`src/logic/ivpm_defs.svh`:
```
// Purpose: Constants of the interrupt vector and priority map
// Assumes: 32-bit classic Wishbone, byte addresses
// Notes: Included by ivpm_top and ivpm_arbiter
`ifndef IVPM_DEFS_SVH
`define IVPM_DEFS_SVH
`define IVPM_NUM_LINES 24
`define IVPM_NUM_BANKS 6
`define IVPM_VEC_BASE 16'hfffa
`define IVPM_VEC_FLOOR 16'hffcc
`define IVPM_OFS_LVL0 8'h00
`define IVPM_OFS_STEP 8'h04
`define IVPM_OFS_STATUS 8'h18
`define IVPM_OFS_MASK 8'h1c
`define IVPM_OFS_ACTIVE 8'h20
`define IVPM_LVL_RESET 8'hff
`define IVPM_MASK_RESET 24'h000000
`define IVPM_ACT_VALID_BIT 31
`define IVPM_ACT_LEVEL_LSB 24
`define IVPM_ACT_LINE_LSB 16
`endif

```
`src/logic/ivpm_pkg.sv`:
```
// Purpose: Types of the interrupt vector and priority map
// Assumes: Nothing
// Notes: Constants live in ivpm_defs.svh
package ivpm_pkg;
   typedef logic [1:0] ivpm_level_t;
   typedef logic [4:0] ivpm_line_t;
endpackage

```
`src/logic/ivpm_top.sv`:
```
// Purpose: Interrupt vector and priority map with Wishbone registers
// Assumes: Single 100 MHz clock, synchronous active-high reset
// Notes: Sources latch into sticky status; winner shown as a vector
// What this block does
// - Two-byte vector per line, descending from top
// - Two-bit level per line, six banks
// - Equal levels: lowest line number served first
// - External channels n and n+4 share line n for n 0 to 3; 8 and 9 share line 21
// - Listed shared sources OR onto one line
// - Pulse unit halves use separate lines
`timescale 1ns/100ps
`default_nettype none
`include "ivpm_defs.svh"
module ivpm_top (
   input wire logic clk,
   input wire logic sys_rst,
   input wire logic wb_cyc_i,
   input wire logic wb_stb_i,
   input wire logic wb_we_i,
   input wire logic [7:0] wb_adr_i,
   input wire logic [3:0] wb_sel_i,
   input wire logic [31:0] wb_dat_i,
   output logic [31:0] wb_dat_o,
   output logic wb_ack_o,
   input wire logic [9:0] extIntReq,
   input wire logic serialReq,
   input wire logic deadTimeTripReq,
   input wire logic compTimer0LoReq,
   input wire logic compTimer0HiReq,
   input wire logic linRxReq,
   input wire logic linTxReq,
   input wire logic pulseUnit0LoReq,
   input wire logic pulseUnit0HiReq,
   input wire logic pulseUnit1LoReq,
   input wire logic pulseUnit1HiReq,
   input wire logic pulseUnit2LoReq,
   input wire logic pulseUnit2HiReq,
   input wire logic compTimer1LoReq,
   input wire logic compTimer1HiReq,
   input wire logic reloadTimerReq,
   input wire logic motorSeqWriteReq,
   input wire logic twoWireReq,
   input wire logic pulseTimer16Req,
   input wire logic motorSeqPosReq,
   input wire logic adcReq,
   input wire logic timeBaseReq,
   input wire logic watchPrescalerReq,
   input wire logic comparatorReq,
   input wire logic flashReq,
   output logic irq,
   output logic vecValid,
   output logic [4:0] vecLine,
   output logic [1:0] vecLevel,
   output logic [15:0] vecUpperAddr,
   output logic [15:0] vecLowerAddr
);
   ////////////////////////////////////////////////////////////////////
   // Declarations
   logic [23:0] lines;
   logic [7:0] level_ff [`IVPM_NUM_BANKS];
   logic [47:0] levelsFlat;
   logic [23:0] status_ff;
   logic [23:0] nxt_status;
   logic [23:0] mask_ff;
   logic [23:0] nxt_mask;
   logic [23:0] pending;
   logic [23:0] clrBits;
   logic [31:0] byteMask;
   logic [31:0] actWord;
   logic [31:0] nxt_rdData;
   logic [31:0] rdData_ff;
   logic ack_ff;
   logic irq_ff;
   logic vecValid_ff;
   logic [4:0] vecLine_ff;
   logic [1:0] vecLevel_ff;
   logic [15:0] vecUpper_ff;
   logic [15:0] nxt_vecUpper;
   logic pickValid;
   ivpm_pkg::ivpm_line_t pickLine;
   ivpm_pkg::ivpm_level_t pickLevel;
   logic reqLive;
   logic ackGo;
   logic wrDo;
   logic statusHit;
   logic maskHit;
   logic activeHit;
   logic [`IVPM_NUM_BANKS-1:0] bankHit;
   logic bankAny;

   ////////////////////////////////////////////////////////////////////
   // Source folding onto request lines
   ivpm_source_map uMap (
      .clk(clk),
      .sys_rst(sys_rst),
      .extIntReq(extIntReq),
      .serialReq(serialReq),
      .deadTimeTripReq(deadTimeTripReq),
      .compTimer0LoReq(compTimer0LoReq),
      .compTimer0HiReq(compTimer0HiReq),
      .linRxReq(linRxReq),
      .linTxReq(linTxReq),
      .pulseUnit0LoReq(pulseUnit0LoReq),
      .pulseUnit0HiReq(pulseUnit0HiReq),
      .pulseUnit1LoReq(pulseUnit1LoReq),
      .pulseUnit1HiReq(pulseUnit1HiReq),
      .pulseUnit2LoReq(pulseUnit2LoReq),
      .pulseUnit2HiReq(pulseUnit2HiReq),
      .compTimer1LoReq(compTimer1LoReq),
      .compTimer1HiReq(compTimer1HiReq),
      .reloadTimerReq(reloadTimerReq),
      .motorSeqWriteReq(motorSeqWriteReq),
      .twoWireReq(twoWireReq),
      .pulseTimer16Req(pulseTimer16Req),
      .motorSeqPosReq(motorSeqPosReq),
      .adcReq(adcReq),
      .timeBaseReq(timeBaseReq),
      .watchPrescalerReq(watchPrescalerReq),
      .comparatorReq(comparatorReq),
      .flashReq(flashReq),
      .lines(lines)
   );

   ////////////////////////////////////////////////////////////////////
   // Bus handshake: ack one cycle after the request, write at ack
   assign reqLive = wb_cyc_i & wb_stb_i;
   assign ackGo = reqLive & ~ack_ff;
   assign wrDo = reqLive & wb_we_i & ack_ff;
   assign byteMask = {{8{wb_sel_i[3]}}, {8{wb_sel_i[2]}},
                      {8{wb_sel_i[1]}}, {8{wb_sel_i[0]}}};

   // Address decode
   assign statusHit = wb_adr_i == `IVPM_OFS_STATUS;
   assign maskHit = wb_adr_i == `IVPM_OFS_MASK;
   assign activeHit = wb_adr_i == `IVPM_OFS_ACTIVE;
   assign bankAny = |bankHit;

   ////////////////////////////////////////////////////////////////////
   // Level banks, four lines of two bits each
   genvar g;
   generate
      for (g = 0; g < `IVPM_NUM_BANKS; g++) begin : gBank
         assign bankHit[g] =
            wb_adr_i == `IVPM_OFS_LVL0 + 8'(g) * `IVPM_OFS_STEP;
         assign levelsFlat[8*g +: 8] = level_ff[g];
         // Byte lane 0 carries the bank
         always_ff @(posedge clk) begin
            if (sys_rst) begin
               level_ff[g] <= `IVPM_LVL_RESET;
            end else if (wrDo && bankHit[g] && wb_sel_i[0]) begin
               level_ff[g] <= wb_dat_i[7:0];
            end
         end
      end
   endgenerate

   ////////////////////////////////////////////////////////////////////
   // Sticky status, write one to clear; a new event beats the clear
   assign clrBits = (wrDo && statusHit) ? (wb_dat_i[23:0] & byteMask[23:0])
                                        : 24'h000000;
   assign nxt_status = (status_ff & ~clrBits) | lines;
   assign nxt_mask = (wrDo && maskHit)
      ? ((mask_ff & ~byteMask[23:0]) | (wb_dat_i[23:0] & byteMask[23:0]))
      : mask_ff;
   assign pending = status_ff & mask_ff;

   // Status and mask registers
   always_ff @(posedge clk) begin
      if (sys_rst) begin
         status_ff <= 24'h000000;
         mask_ff <= `IVPM_MASK_RESET;
      end else begin
         status_ff <= nxt_status;
         mask_ff <= nxt_mask;
      end
   end

   ////////////////////////////////////////////////////////////////////
   // Arbitration among unmasked pending lines
   ivpm_arbiter uArb (
      .clk(clk),
      .sys_rst(sys_rst),
      .req(pending),
      .levels(levelsFlat),
      .pickValid(pickValid),
      .pickLine(pickLine),
      .pickLevel(pickLevel)
   );

   // Vector address of the winner, upper byte at the even address
   assign nxt_vecUpper = `IVPM_VEC_BASE - {10'h000, pickLine, 1'b0};

   // Winner and interrupt registers
   always_ff @(posedge clk) begin
      if (sys_rst) begin
         irq_ff <= 1'b0;
         vecValid_ff <= 1'b0;
         vecLine_ff <= 5'h00;
         vecLevel_ff <= 2'h3;
         vecUpper_ff <= `IVPM_VEC_BASE;
      end else begin
         irq_ff <= |pending;
         vecValid_ff <= pickValid;
         vecLine_ff <= pickLine;
         vecLevel_ff <= pickLevel;
         vecUpper_ff <= nxt_vecUpper;
      end
   end

   ////////////////////////////////////////////////////////////////////
   // Read data, zero for unmapped offsets
   assign actWord = {vecValid_ff, 5'h00, vecLevel_ff, 3'h0, vecLine_ff,
                     vecUpper_ff};

   // Read selection
   always_comb begin
      nxt_rdData = 32'h00000000;
      if (bankAny) begin
         for (int i = 0; i < `IVPM_NUM_BANKS; i++) begin
            if (bankHit[i]) begin
               nxt_rdData = {24'h000000, level_ff[i]};
            end
         end
      end else if (statusHit) begin
         nxt_rdData = {8'h00, status_ff};
      end else if (maskHit) begin
         nxt_rdData = {8'h00, mask_ff};
      end else if (activeHit) begin
         nxt_rdData = actWord;
      end
   end

   // Bus answer registers
   always_ff @(posedge clk) begin
      if (sys_rst) begin
         ack_ff <= 1'b0;
         rdData_ff <= 32'h00000000;
      end else begin
         ack_ff <= ackGo;
         if (ackGo) begin
            rdData_ff <= nxt_rdData;
         end
      end
   end

   ////////////////////////////////////////////////////////////////////
   // Outputs straight from flip-flops
   assign wb_ack_o = ack_ff;
   assign wb_dat_o = rdData_ff;
   assign irq = irq_ff;
   assign vecValid = vecValid_ff;
   assign vecLine = vecLine_ff;
   assign vecLevel = vecLevel_ff;
   assign vecUpperAddr = vecUpper_ff;
   assign vecLowerAddr = {vecUpper_ff[15:1], 1'b1};
endmodule
`default_nettype wire

```
`src/logic/ivpm_source_map.sv`:
```
// Purpose: Fold peripheral sources onto 24 request lines
// Assumes: Sources are synchronous one-cycle pulses or levels
// Notes: Pure OR network, checked on clk
`timescale 1ns/100ps
`default_nettype none
module ivpm_source_map (
   input wire logic clk,
   input wire logic sys_rst,
   input wire logic [9:0] extIntReq,
   input wire logic serialReq,
   input wire logic deadTimeTripReq,
   input wire logic compTimer0LoReq,
   input wire logic compTimer0HiReq,
   input wire logic linRxReq,
   input wire logic linTxReq,
   input wire logic pulseUnit0LoReq,
   input wire logic pulseUnit0HiReq,
   input wire logic pulseUnit1LoReq,
   input wire logic pulseUnit1HiReq,
   input wire logic pulseUnit2LoReq,
   input wire logic pulseUnit2HiReq,
   input wire logic compTimer1LoReq,
   input wire logic compTimer1HiReq,
   input wire logic reloadTimerReq,
   input wire logic motorSeqWriteReq,
   input wire logic twoWireReq,
   input wire logic pulseTimer16Req,
   input wire logic motorSeqPosReq,
   input wire logic adcReq,
   input wire logic timeBaseReq,
   input wire logic watchPrescalerReq,
   input wire logic comparatorReq,
   input wire logic flashReq,
   output logic [23:0] lines
);
   ////////////////////////////////////////////////////////////////////
   // Line assembly, line 0 in bit 0
   assign lines[3:0] = extIntReq[3:0] | extIntReq[7:4];
   assign lines[4] = serialReq | deadTimeTripReq;
   assign lines[5] = compTimer0LoReq;
   assign lines[6] = compTimer0HiReq;
   assign lines[7] = linRxReq;
   assign lines[8] = linTxReq;
   assign lines[9] = pulseUnit1LoReq;
   assign lines[10] = pulseUnit1HiReq;
   assign lines[11] = pulseUnit2HiReq;
   assign lines[12] = pulseUnit0HiReq;
   assign lines[13] = pulseUnit0LoReq;
   assign lines[14] = compTimer1HiReq;
   assign lines[15] = pulseUnit2LoReq;
   assign lines[16] = reloadTimerReq | motorSeqWriteReq | twoWireReq;
   assign lines[17] = pulseTimer16Req | motorSeqPosReq;
   assign lines[18] = adcReq;
   assign lines[19] = timeBaseReq | watchPrescalerReq;
   assign lines[20] = comparatorReq;
   assign lines[21] = extIntReq[8] | extIntReq[9];
   assign lines[22] = compTimer1LoReq;
   assign lines[23] = flashReq;
endmodule
`default_nettype wire

```
`src/logic/ivpm_arbiter.sv`:
```
// Purpose: Pick the most urgent pending line
// Assumes: Level 0 is most urgent, level 3 least
// Notes: Combinational; ties go to the lowest line number
`timescale 1ns/100ps
`default_nettype none
`include "ivpm_defs.svh"
module ivpm_arbiter (
   input wire logic clk,
   input wire logic sys_rst,
   input wire logic [23:0] req,
   input wire logic [47:0] levels,
   output logic pickValid,
   output ivpm_pkg::ivpm_line_t pickLine,
   output ivpm_pkg::ivpm_level_t pickLevel
);
   ivpm_pkg::ivpm_level_t lvl [`IVPM_NUM_LINES];
   logic [23:0] sameLvl;
   logic [23:0] moreUrgent;
   logic [23:0] lowerLines;

   ////////////////////////////////////////////////////////////////////
   // Per-line level field and comparisons
   genvar g;
   generate
      for (g = 0; g < `IVPM_NUM_LINES; g++) begin : gLine
         assign lvl[g] = levels[2*g +: 2];
         assign sameLvl[g] = lvl[g] == pickLevel;
         assign moreUrgent[g] = lvl[g] < pickLevel;
      end
   endgenerate
   assign lowerLines = (24'h000001 << pickLine) - 24'h000001;

   // Scan from line 23 down so the lowest line wins a tie
   always_comb begin
      pickValid = 1'b0;
      pickLine = 5'h00;
      pickLevel = 2'h3;
      for (int i = `IVPM_NUM_LINES - 1; i >= 0; i--) begin
         if (req[i] && (!pickValid || lvl[i] <= pickLevel)) begin
            pickValid = 1'b1;
            pickLine = 5'(i);
            pickLevel = lvl[i];
         end
      end
   end
endmodule
`default_nettype wire

```
`config.mk`:
```
export PLATFORM = sky130hd
export DESIGN_NAME = ivpm_top
export DESIGN_NICKNAME = d
export VERILOG_FILES = /design/src/logic/ivpm_pkg.sv /design/src/logic/ivpm_top.sv /design/src/logic/ivpm_source_map.sv /design/src/logic/ivpm_arbiter.sv
export VERILOG_INCLUDE_DIRS = /design/src /design/src/logic
export SDC_FILE = /design/constraint.sdc
export NUM_CORES = 1
export LEC_CHECK = 0
export CAP_MARGIN = 20
export CELL_PAD_IN_SITES_DETAIL_PLACEMENT = 1
export CELL_PAD_IN_SITES_GLOBAL_PLACEMENT = 1
export CORE_UTILIZATION = 31
export CTS_CLUSTER_DIAMETER = 200
export DETAILED_ROUTE_END_ITERATION = 7
export DONT_BUFFER_PORTS = 1
export PLACE_DENSITY_LB_ADDON = 0.05
export SETUP_SLACK_MARGIN = 0.2
export SYNTH_ARGS = -nofsm -noshare
export SYNTH_HDL_FRONTEND = slang
export SYNTH_HIERARCHICAL = 1
export SYNTH_SLANG_ARGS = --single-unit
export TNS_END_PERCENT = 5
```
`constraint.sdc`:
```
create_clock -name clk -period 77.4 [get_ports clk]
set_input_delay 0 -clock clk [delete_from_list [all_inputs] [get_ports clk]]
set_output_delay 0 -clock clk [all_outputs]
set_load 0.01 [all_outputs]
```
==> metrics.md, run 1 <==
| Metric | Value |
|---|---|
| Status | finished, final reports clean |
| Critical path class | flop to flop |
| Clock transition at path regs | 0.06 ns |
| Core box area | 29900 um^2 |
| Max-slew violations | 0 |
| Row cnt | 63 |
| Initial DRC count | 478 |
| RR Startpoint | status_ff[23] |
| Most frequent CP cell | ha_1 |
| Initial Utilization | 0.317 |
| All-Layer GR Usage | 0.236 |
| Initial antenna violation count | 1 |
| Largest family of logic cells by synthesized area | simple AND/OR/NAND/NOR gates |
| Unrepaired setup endpoints after global routing | false |
| Worst R2R Path Depth | 146 |
| Hold path start | sys_rst |
| Final Hold Violating Endpoints | 0 |
| Cell Int Power | 132 uW |
| Count of different cell masters after synthesis | 91 |
| Share of cells above drive strength 1 | 0.117 |
| Clock sink count | 138 |
| Fraction of synthesis flops using an asynchronous set or reset pin | 0 |
| Min-delay worst type | primary input to flop |
| Critical path capture point type | flop |
| First-pass GRT wire length | 54000 um |
| Xor and xnor area share after synthesis | 0.00185 |
| Leading area contributor after synthesis | dfxtp_1 |
| Global route overflow | 0 |
| Max cap viols | 0 |
| Number of global-route vias before repair | 8412 |
| Worst endpoint required time | 77.69 ns |
| Max VDD drop | 15.7 uV |
| Mux share of post-synthesis cell area | 0.0575 |
| Comb pwr share | 0.074 |
| Achievable frequency | 28.7 MHz |
| Drt wl/cell | 23.4 um |
| CTS max path bufs | 2 |
| Clock network power share | 0.480 |
| Power Density | 15.8 nW/um^2 |
| Mapped Cells | 1093 |
| Die Area | 31300 um^2 |
| Tmin final | 34.83 ns |
| TritonCTS clock tree | built |
| 1st-pass router iterations | 5 |
| Crit share post-route | 0.450 |
| Slowest-stage cell, CP | a221oi_1 |
| Critical Path Source Type | flop |
| Simple-gate share of the synthesized area | 0.271 |
| Sequential share of power | 0.447 |
| Largest cells by area after synthesis | dfxtp_1 (19%), edfxtp_1 (15%), ha_1 (6.2%) |
| Slew margin rel. | 0.282 |
| WHS | 0.0212 ns |
| Synth-to-Final Area Change | 16.7% |
| Largest net degree at the start of global routing | 86 |
| Leak | 4.52 nW |
| Prevailing post-synth register cell | dfxtp_1 |
| Last element of the critical path | vecUpperAddr[6] |
| R2R Path End | vecUpperAddr[6] |
| WHS Path Cells | 1 |
| Warnings from Yosys | 6 |
| # Post-CTS Setup Buffers | 0 |
| Die Y | 177 um |
| I/O pin count | 157 |
| Routed Antenna Nets | 0 |
| Root buffer cell | clkbuf_16 |
| Remaining DRCs | 0 |
| Crit path from | status_ff[23] |
| Final WL | 36200 um |
| Mapped Area | 9480 um^2 |
| Die Span X | 177 um |
| Antenna diodes | 0 |
| Synth Area per Inst | 8.67 um^2 |
| Vias per Instance | 5.39 |
| Synth top area share | 0.190 |
| Flop and latch count out of synthesis | 138 |
| Adder and majority gate portion of the synthesized area | 0.0620 |
| Placer Congestion | 0.859 |
| Nets | 1272 |
| Flop2flop setup slack | 42.57 ns |
| Switching share of power | 0.245 |
| Final setup fails | 0 |
| DP HPWL | 26500 um |
| Post-synth EDFFs | 48 |
| H-tree depth | 4 |
| CP Max Fanout | 10 |
| Clock skew | 0.00933 ns |
| Net switching power | 42.8 uW |
| Vias | 8333 |
| Arr. time, crit path | 35.12 ns |
| CP max stage delay | 0.64 ns |
| Setup TNS | 0 ns |
| Worst Max-Slew Pin Slew | 1.07 ns |
| Port bufs | 0 |
| CTS buffer count | 17 |
| Clk_lat worst skew | 0.43 ns |
| Sequential share of the synthesized area | 0.342 |
| Post-synthesis compound-gate area fraction | 0.192 |
==> synth_stat cells, types with 9 or more instances <==
cell type / instances
a21oi_1: 61
o21a_1: 10
nand2_1: 92
ha_1: 47
o21ai_1: 9
a21o_1: 12
inv_1: 42
edfxtp_1: 48
or2_2: 43
o21ai_0: 55
a22o_1: 14
nor2_1: 110
clkbuf_1: 22
mux2_2: 12
buf_4: 47
nand2b_1: 42
nor2b_1: 31
nor4_1: 9
and2_1: 31
nor3_1: 27
mux2i_1: 41
a221oi_1: 14
dfxtp_1: 90
nand3_1: 19
==> stage by stage <==
step                area, um^2   util  power [mW]  setup WS [ns]  std cells
global placement          9540  0.319      0.0865          42.82       1423
detailed placement        9540  0.319      0.0866          42.80       1423
finish                   11100  0.370       0.174          42.57       1545
floorplan                 9570      -      0.0871          49.79       1116
CTS                      11100  0.370       0.176          42.69       1545
global route             11100  0.370       0.180          39.45       1545
==> kinds of logic after synthesis <==
group / after synthesis
buf+inv: 127
flops: 138
compound gates: 260
simple gates: 464
mux: 53
xor+xnor: 2
other cells: 2
fa+ha+maj: 47
==> power groups by stage <==
stage	Combinational, mW	Clock, mW	Sequential [mW]
6_report	0.0128	0.0836	0.0779
5_1_grt	0.0139	0.0883	0.0781
4_1_cts	0.0127	0.0853	0.0779
3_5_place_dp	0.00717	0	0.0795
3_3_place_gp	0.00708	0	0.0794
2_1_floorplan	0.00833	0	0.0788
==> cell type report <==
cell class / count / area, um^2
Clock buffer: 23 / 510
Tap cell: 390 / 488
Timing Repair Buffer: 91 / 936
Sequential cell: 138 / 3240
Clock inverter: 9 / 82.6
Fill cell: 3500 / 18800
Inverter: 43 / 161
Multi-Input combinational cell: 851 / 5640
==> cells in the final DEF, fill, tap and decap left out, types with 6 or more instances in the layout <==
master	netlist	final
o211ai_1	8	8
or4_1	8	8
ha_1	47	47
a31oi_1	6	6
nor3_1	27	27
nor4_4	6	6
inv_1	42	42
o21ai_1	9	9
nand2b_1	42	42
o21ai_0	55	55
nand2_1	92	92
a21oi_1	61	61
mux2i_1	41	41
dlygate4sd3_1	0	88
nand3_1	19	19
a211oi_1	6	6
dfxtp_1	90	90
nor2_1	110	109
conb_1	2	25
and2_1	31	31
nor4_1	9	9
a211oi_2	8	8
mux2_2	12	12
nor2b_1	31	31
o21a_1	10	10
edfxtp_1	48	48
a21o_1	12	12
clkbuf_16	0	19
or2_2	43	43
a221oi_1	14	14
a22o_1	14	14
==> worst min path at each step <==
stage,endpoint,slack (ns)
2_1_floorplan,flop,0.14
3_3_place_gp,status_ff[4],0.09
3_5_place_dp,wb_dat_o[0],0.09
4_1_cts,level_ff[1][7],0.00006
5_1_grt,level_ff[1][4],0.02
6_report,level_ff[1][7],0.02
==> layer usage <==
metal | vias up | GRT usage | wire length, um
met5 | - | 0 | 0
met1 | 4140 | 0.327 | 17200
met3 | 24 | 0.0503 | 1810
met2 | 204 | 0.373 | 16600
li1 | 3965 | - | -
met4 | 0 | 0.0528 | 499
==> worst max-delay path: cells and delay by family, from the launching register on <==
kind,cells,cell delay [ns]
mux,3,1.19
compound gates,67,18.13
fa+ha+maj,23,6.59
simple gates,50,8.14
buf+inv,3,0.22
flops,1,0.36
==> what timing repair did <==
item | in CTS | in global routing
hold buffers | 90 | 0
setup endpoints to repair | 0 | 0
hold endpoints to repair | 138 | 0
resized for setup | 0 | 0
(Power assumes the default switching activity.)
==> run 2, diff against run 1 <==
--- a/config.mk
+++ b/config.mk
@@ -6,6 +6,7 @@
 export SDC_FILE = /design/constraint.sdc
 export NUM_CORES = 1
 export LEC_CHECK = 0
+export ABC_AREA = 1
 export CAP_MARGIN = 20
 export CELL_PAD_IN_SITES_DETAIL_PLACEMENT = 1
 export CELL_PAD_IN_SITES_GLOBAL_PLACEMENT = 1
==> constraint.sdc (replaced) <==
create_clock -name clk -period 34.1 [get_ports clk]
set_input_delay 0 -clock clk [delete_from_list [all_inputs] [get_ports clk]]
set_output_delay 0 -clock clk [all_outputs]
set_load 0.01 [all_outputs]
==> metrics.md, run 2 <==
| Metric | Value |
|---|---|
| Vias | 8200 |
| Max cap viols | 0 |
| Mapped Area | 8950 um^2 |
| Initial DRC count | 405 |
| Port bufs | 0 |
| Row cnt | 61 |
| Power Density | 37.2 nW/um^2 |
| Number of global-route vias before repair | 8254 |
| Antenna diodes | 0 |
| H-tree depth | 4 |
| TritonCTS clock tree | built |
| I/O pin count | 157 |
| Detail Route met3 WL | 1100 um |
| Final Hold Violating Endpoints | 1 |
| Clock skew | 0.0166 ns |
| WHS Path Cells | 2 |
| Root buffer cell | clkbuf_16 |
| CP Max Fanout | 7 |
| Largest cells by area after synthesis | dfxtp_1 (20%), edfxtp_1 (16%), nand2_1 (15%) |
| Hold-fix buffers at CTS | 97 |
| Crit share post-route | 0.728 |
| Slew margin rel. | 0.412 |
| Die Y | 172 um |
| WHS | -0.00249 ns |
| Warnings from Yosys | 6 |
| Placer Congestion | 0.827 |
| Final setup fails | 0 |
| Flop2flop setup slack | 9.27 ns |
| CP max stage delay | 0.37 ns |
| Critical path capture point type | flop |
| Clk_lat worst skew | 0.43 ns |
| Clock sink count | 138 |
| Clock transition at path regs | 0.07 ns |
| Min-delay worst type | primary input to flop |
| Core box area | 28100 um^2 |
| Worst Max-Slew Pin Slew | 0.874 ns |
| Drt wl/cell | 18.4 um |
| Die Span X | 172 um |
| Fraction of synthesis flops using an asynchronous set or reset pin | 0 |
| Post-CTS sizing | 0 |
| Die Area | 29600 um^2 |
| Initial antenna violation count | 0 |
| Unrepaired setup endpoints after global routing | false |
| Arr. time, crit path | 25.14 ns |
| Initial Utilization | 0.319 |
| Tmin final | 24.83 ns |
| Flop and latch count out of synthesis | 138 |
| R2R Path End | vecUpperAddr[5] |
| 1st-pass router iterations | 6 |
| Post-synth EDFFs | 48 |
| Worst R2R Path Depth | 180 |
| Nets | 1461 |
| Hold path start | wb_dat_i[6] |
| Achievable frequency | 40.3 MHz |
| Share of cells above drive strength 1 | 0.0893 |
| Finished layout cell area | 10700 um^2 |
| All-Layer GR Usage | 0.219 |
| CTS buffer count | 17 |
| Critical Path Source Type | flop |
| First-pass GRT wire length | 47700 um |
| Remaining DRCs | 0 |
| Setup TNS | 0 ns |
| Sequential share of the synthesized area | 0.362 |
| Met2 wire len | 15000 um |
| Prevailing post-synth register cell | dfxtp_1 |
| Slowest-stage cell, CP | dfxtp_1 |
| Critical path class | flop to flop |
| DP HPWL | 23800 um |
| CTS max path bufs | 2 |
| Highest Signal Layer | met4 |
| Commonest non-fill, non-tap cell in the layout | nand2_1 |
| Synth top area share | 0.201 |
| Leak | 5.16 nW |
| Synth-to-Final Area Change | 19.5% |
| Synth top cells by count | nand2_1 (351), inv_1 (187), dfxtp_1 (90) |
| Final WL | 31700 um |
| Count of different cell masters after synthesis | 44 |
| Routed Antenna Nets | 0 |
| Leading area contributor after synthesis | dfxtp_1 |
| Placed cell areas | 9060 um^2 |
| DRT met1 WL | 15100 um |
| Failing checks | negative hold slack |
| Status | finished, violations left |
| Worst endpoint required time | 34.41 ns |
| Max-slew violations | 0 |
| Synth Area per Inst | 7.14 um^2 |
| Global route overflow | 0 |
| Vias per Instance | 4.76 |
| Most frequent cells in the layout | nand2_1 (351), inv_1 (187), dlygate4sd3_1 (97) |
| Largest net degree at the start of global routing | 69 |
| # Post-CTS Setup Buffers | 0 |
| Max VDD drop | 30.2 uV |
| Most frequent CP cell | nand2_1 |
| Mapped Cells | 1253 |
| Most common cell in the synthesized netlist | nand2_1 |
[run 2: changes by cell type in the layout (fill, tap and decap cells not counted), moves of 34 or more]
cell,before,now
nor2_1,109,68
nand2b_1,42,0
inv_1,42,187
nand3_1,19,79
or2_2,43,9
mux2i_1,41,0
nand2_1,92,351
[run 2: cell families (layout without fill, tap and decap cells)]
| family | after synthesis | count (layout) | synth area share |
|---|---|---|---|
| adder cells (fa/ha/maj) | 47 | 47 | 0.0657 |
| other | 2 | 25 | 0.000839 |
| flip-flops | 138 | 138 | 0.362 |
| AND/OR/NAND/NOR | 600 | 600 | 0.308 |
| AO/OA/AOI/OAI | 190 | 190 | 0.123 |
| buffers and inverters | 276 | 344 | 0.140 |
[run 2: how the worst max path moves through the flow]
stage	slack, ns	endpoint	from
final	9.27	vecUpperAddr[5]	flop
after floorplan	12.55	vecUpperAddr[5]	flop
after global routing	6.79	vecUpperAddr[5]	flop
after CTS	9.18	vecUpperAddr[5]	status_ff[23]
after global placement	9.55	vecUpperAddr[5]	status_ff[23]
after detailed placement	9.38	vecUpperAddr[5]	status_ff[23]
[run 2: per-layer routing]
metal | up-vias | GRT usage
li1 | 4113 | -
met1 | 3918 | 0.293
met2 | 145 | 0.365
met3 | 24 | 0.0375
met4 | 0 | 0.0508
met5 | - | 0
[run 2: stage by stage]
stage	power (mW)	utilization	worst slack (ns)	std cells
floorplan	0.194	-	12.55	1276
global placement	0.195	0.322	9.55	1586
detailed placement	0.195	0.323	9.38	1588
CTS	0.401	0.380	9.18	1717
global route	0.411	0.381	6.79	1722
finish	0.398	0.381	9.27	1722
[run 2: power by group]
group	leakage [nW]	internal (mW)	switching, mW
Sequential	1.08	0.173	0.00292
Combinational	3.78	0.0110	0.0153
Clock	0.293	0.114	0.0816
Total	5.16	0.298	0.0998
[run 2: critical path: cells and delay by family, from the launching register on]
| kind | cells | cell delay (ns) |
|---|---|---|
| AND/OR/NAND/NOR | 93 | 11.06 |
| buffers and inverters | 35 | 2.99 |
| AO/OA/AOI/OAI | 29 | 4.18 |
| adder cells (fa/ha/maj) | 23 | 6.08 |
| flip-flops | 1 | 0.37 |
[run 2: final cells by class]
| class | count | area, um^2 |
|---|---|---|
| multi-input cells | 862 | 4540 |
| well taps | 378 | 473 |
| inverters | 205 | 772 |
| flip-flops and latches | 138 | 3240 |
| clock inverters | 13 | 154 |
| fillers | 3519 | 17400 |
| repair buffers | 107 | 1060 |
| clock buffers | 19 | 454 |
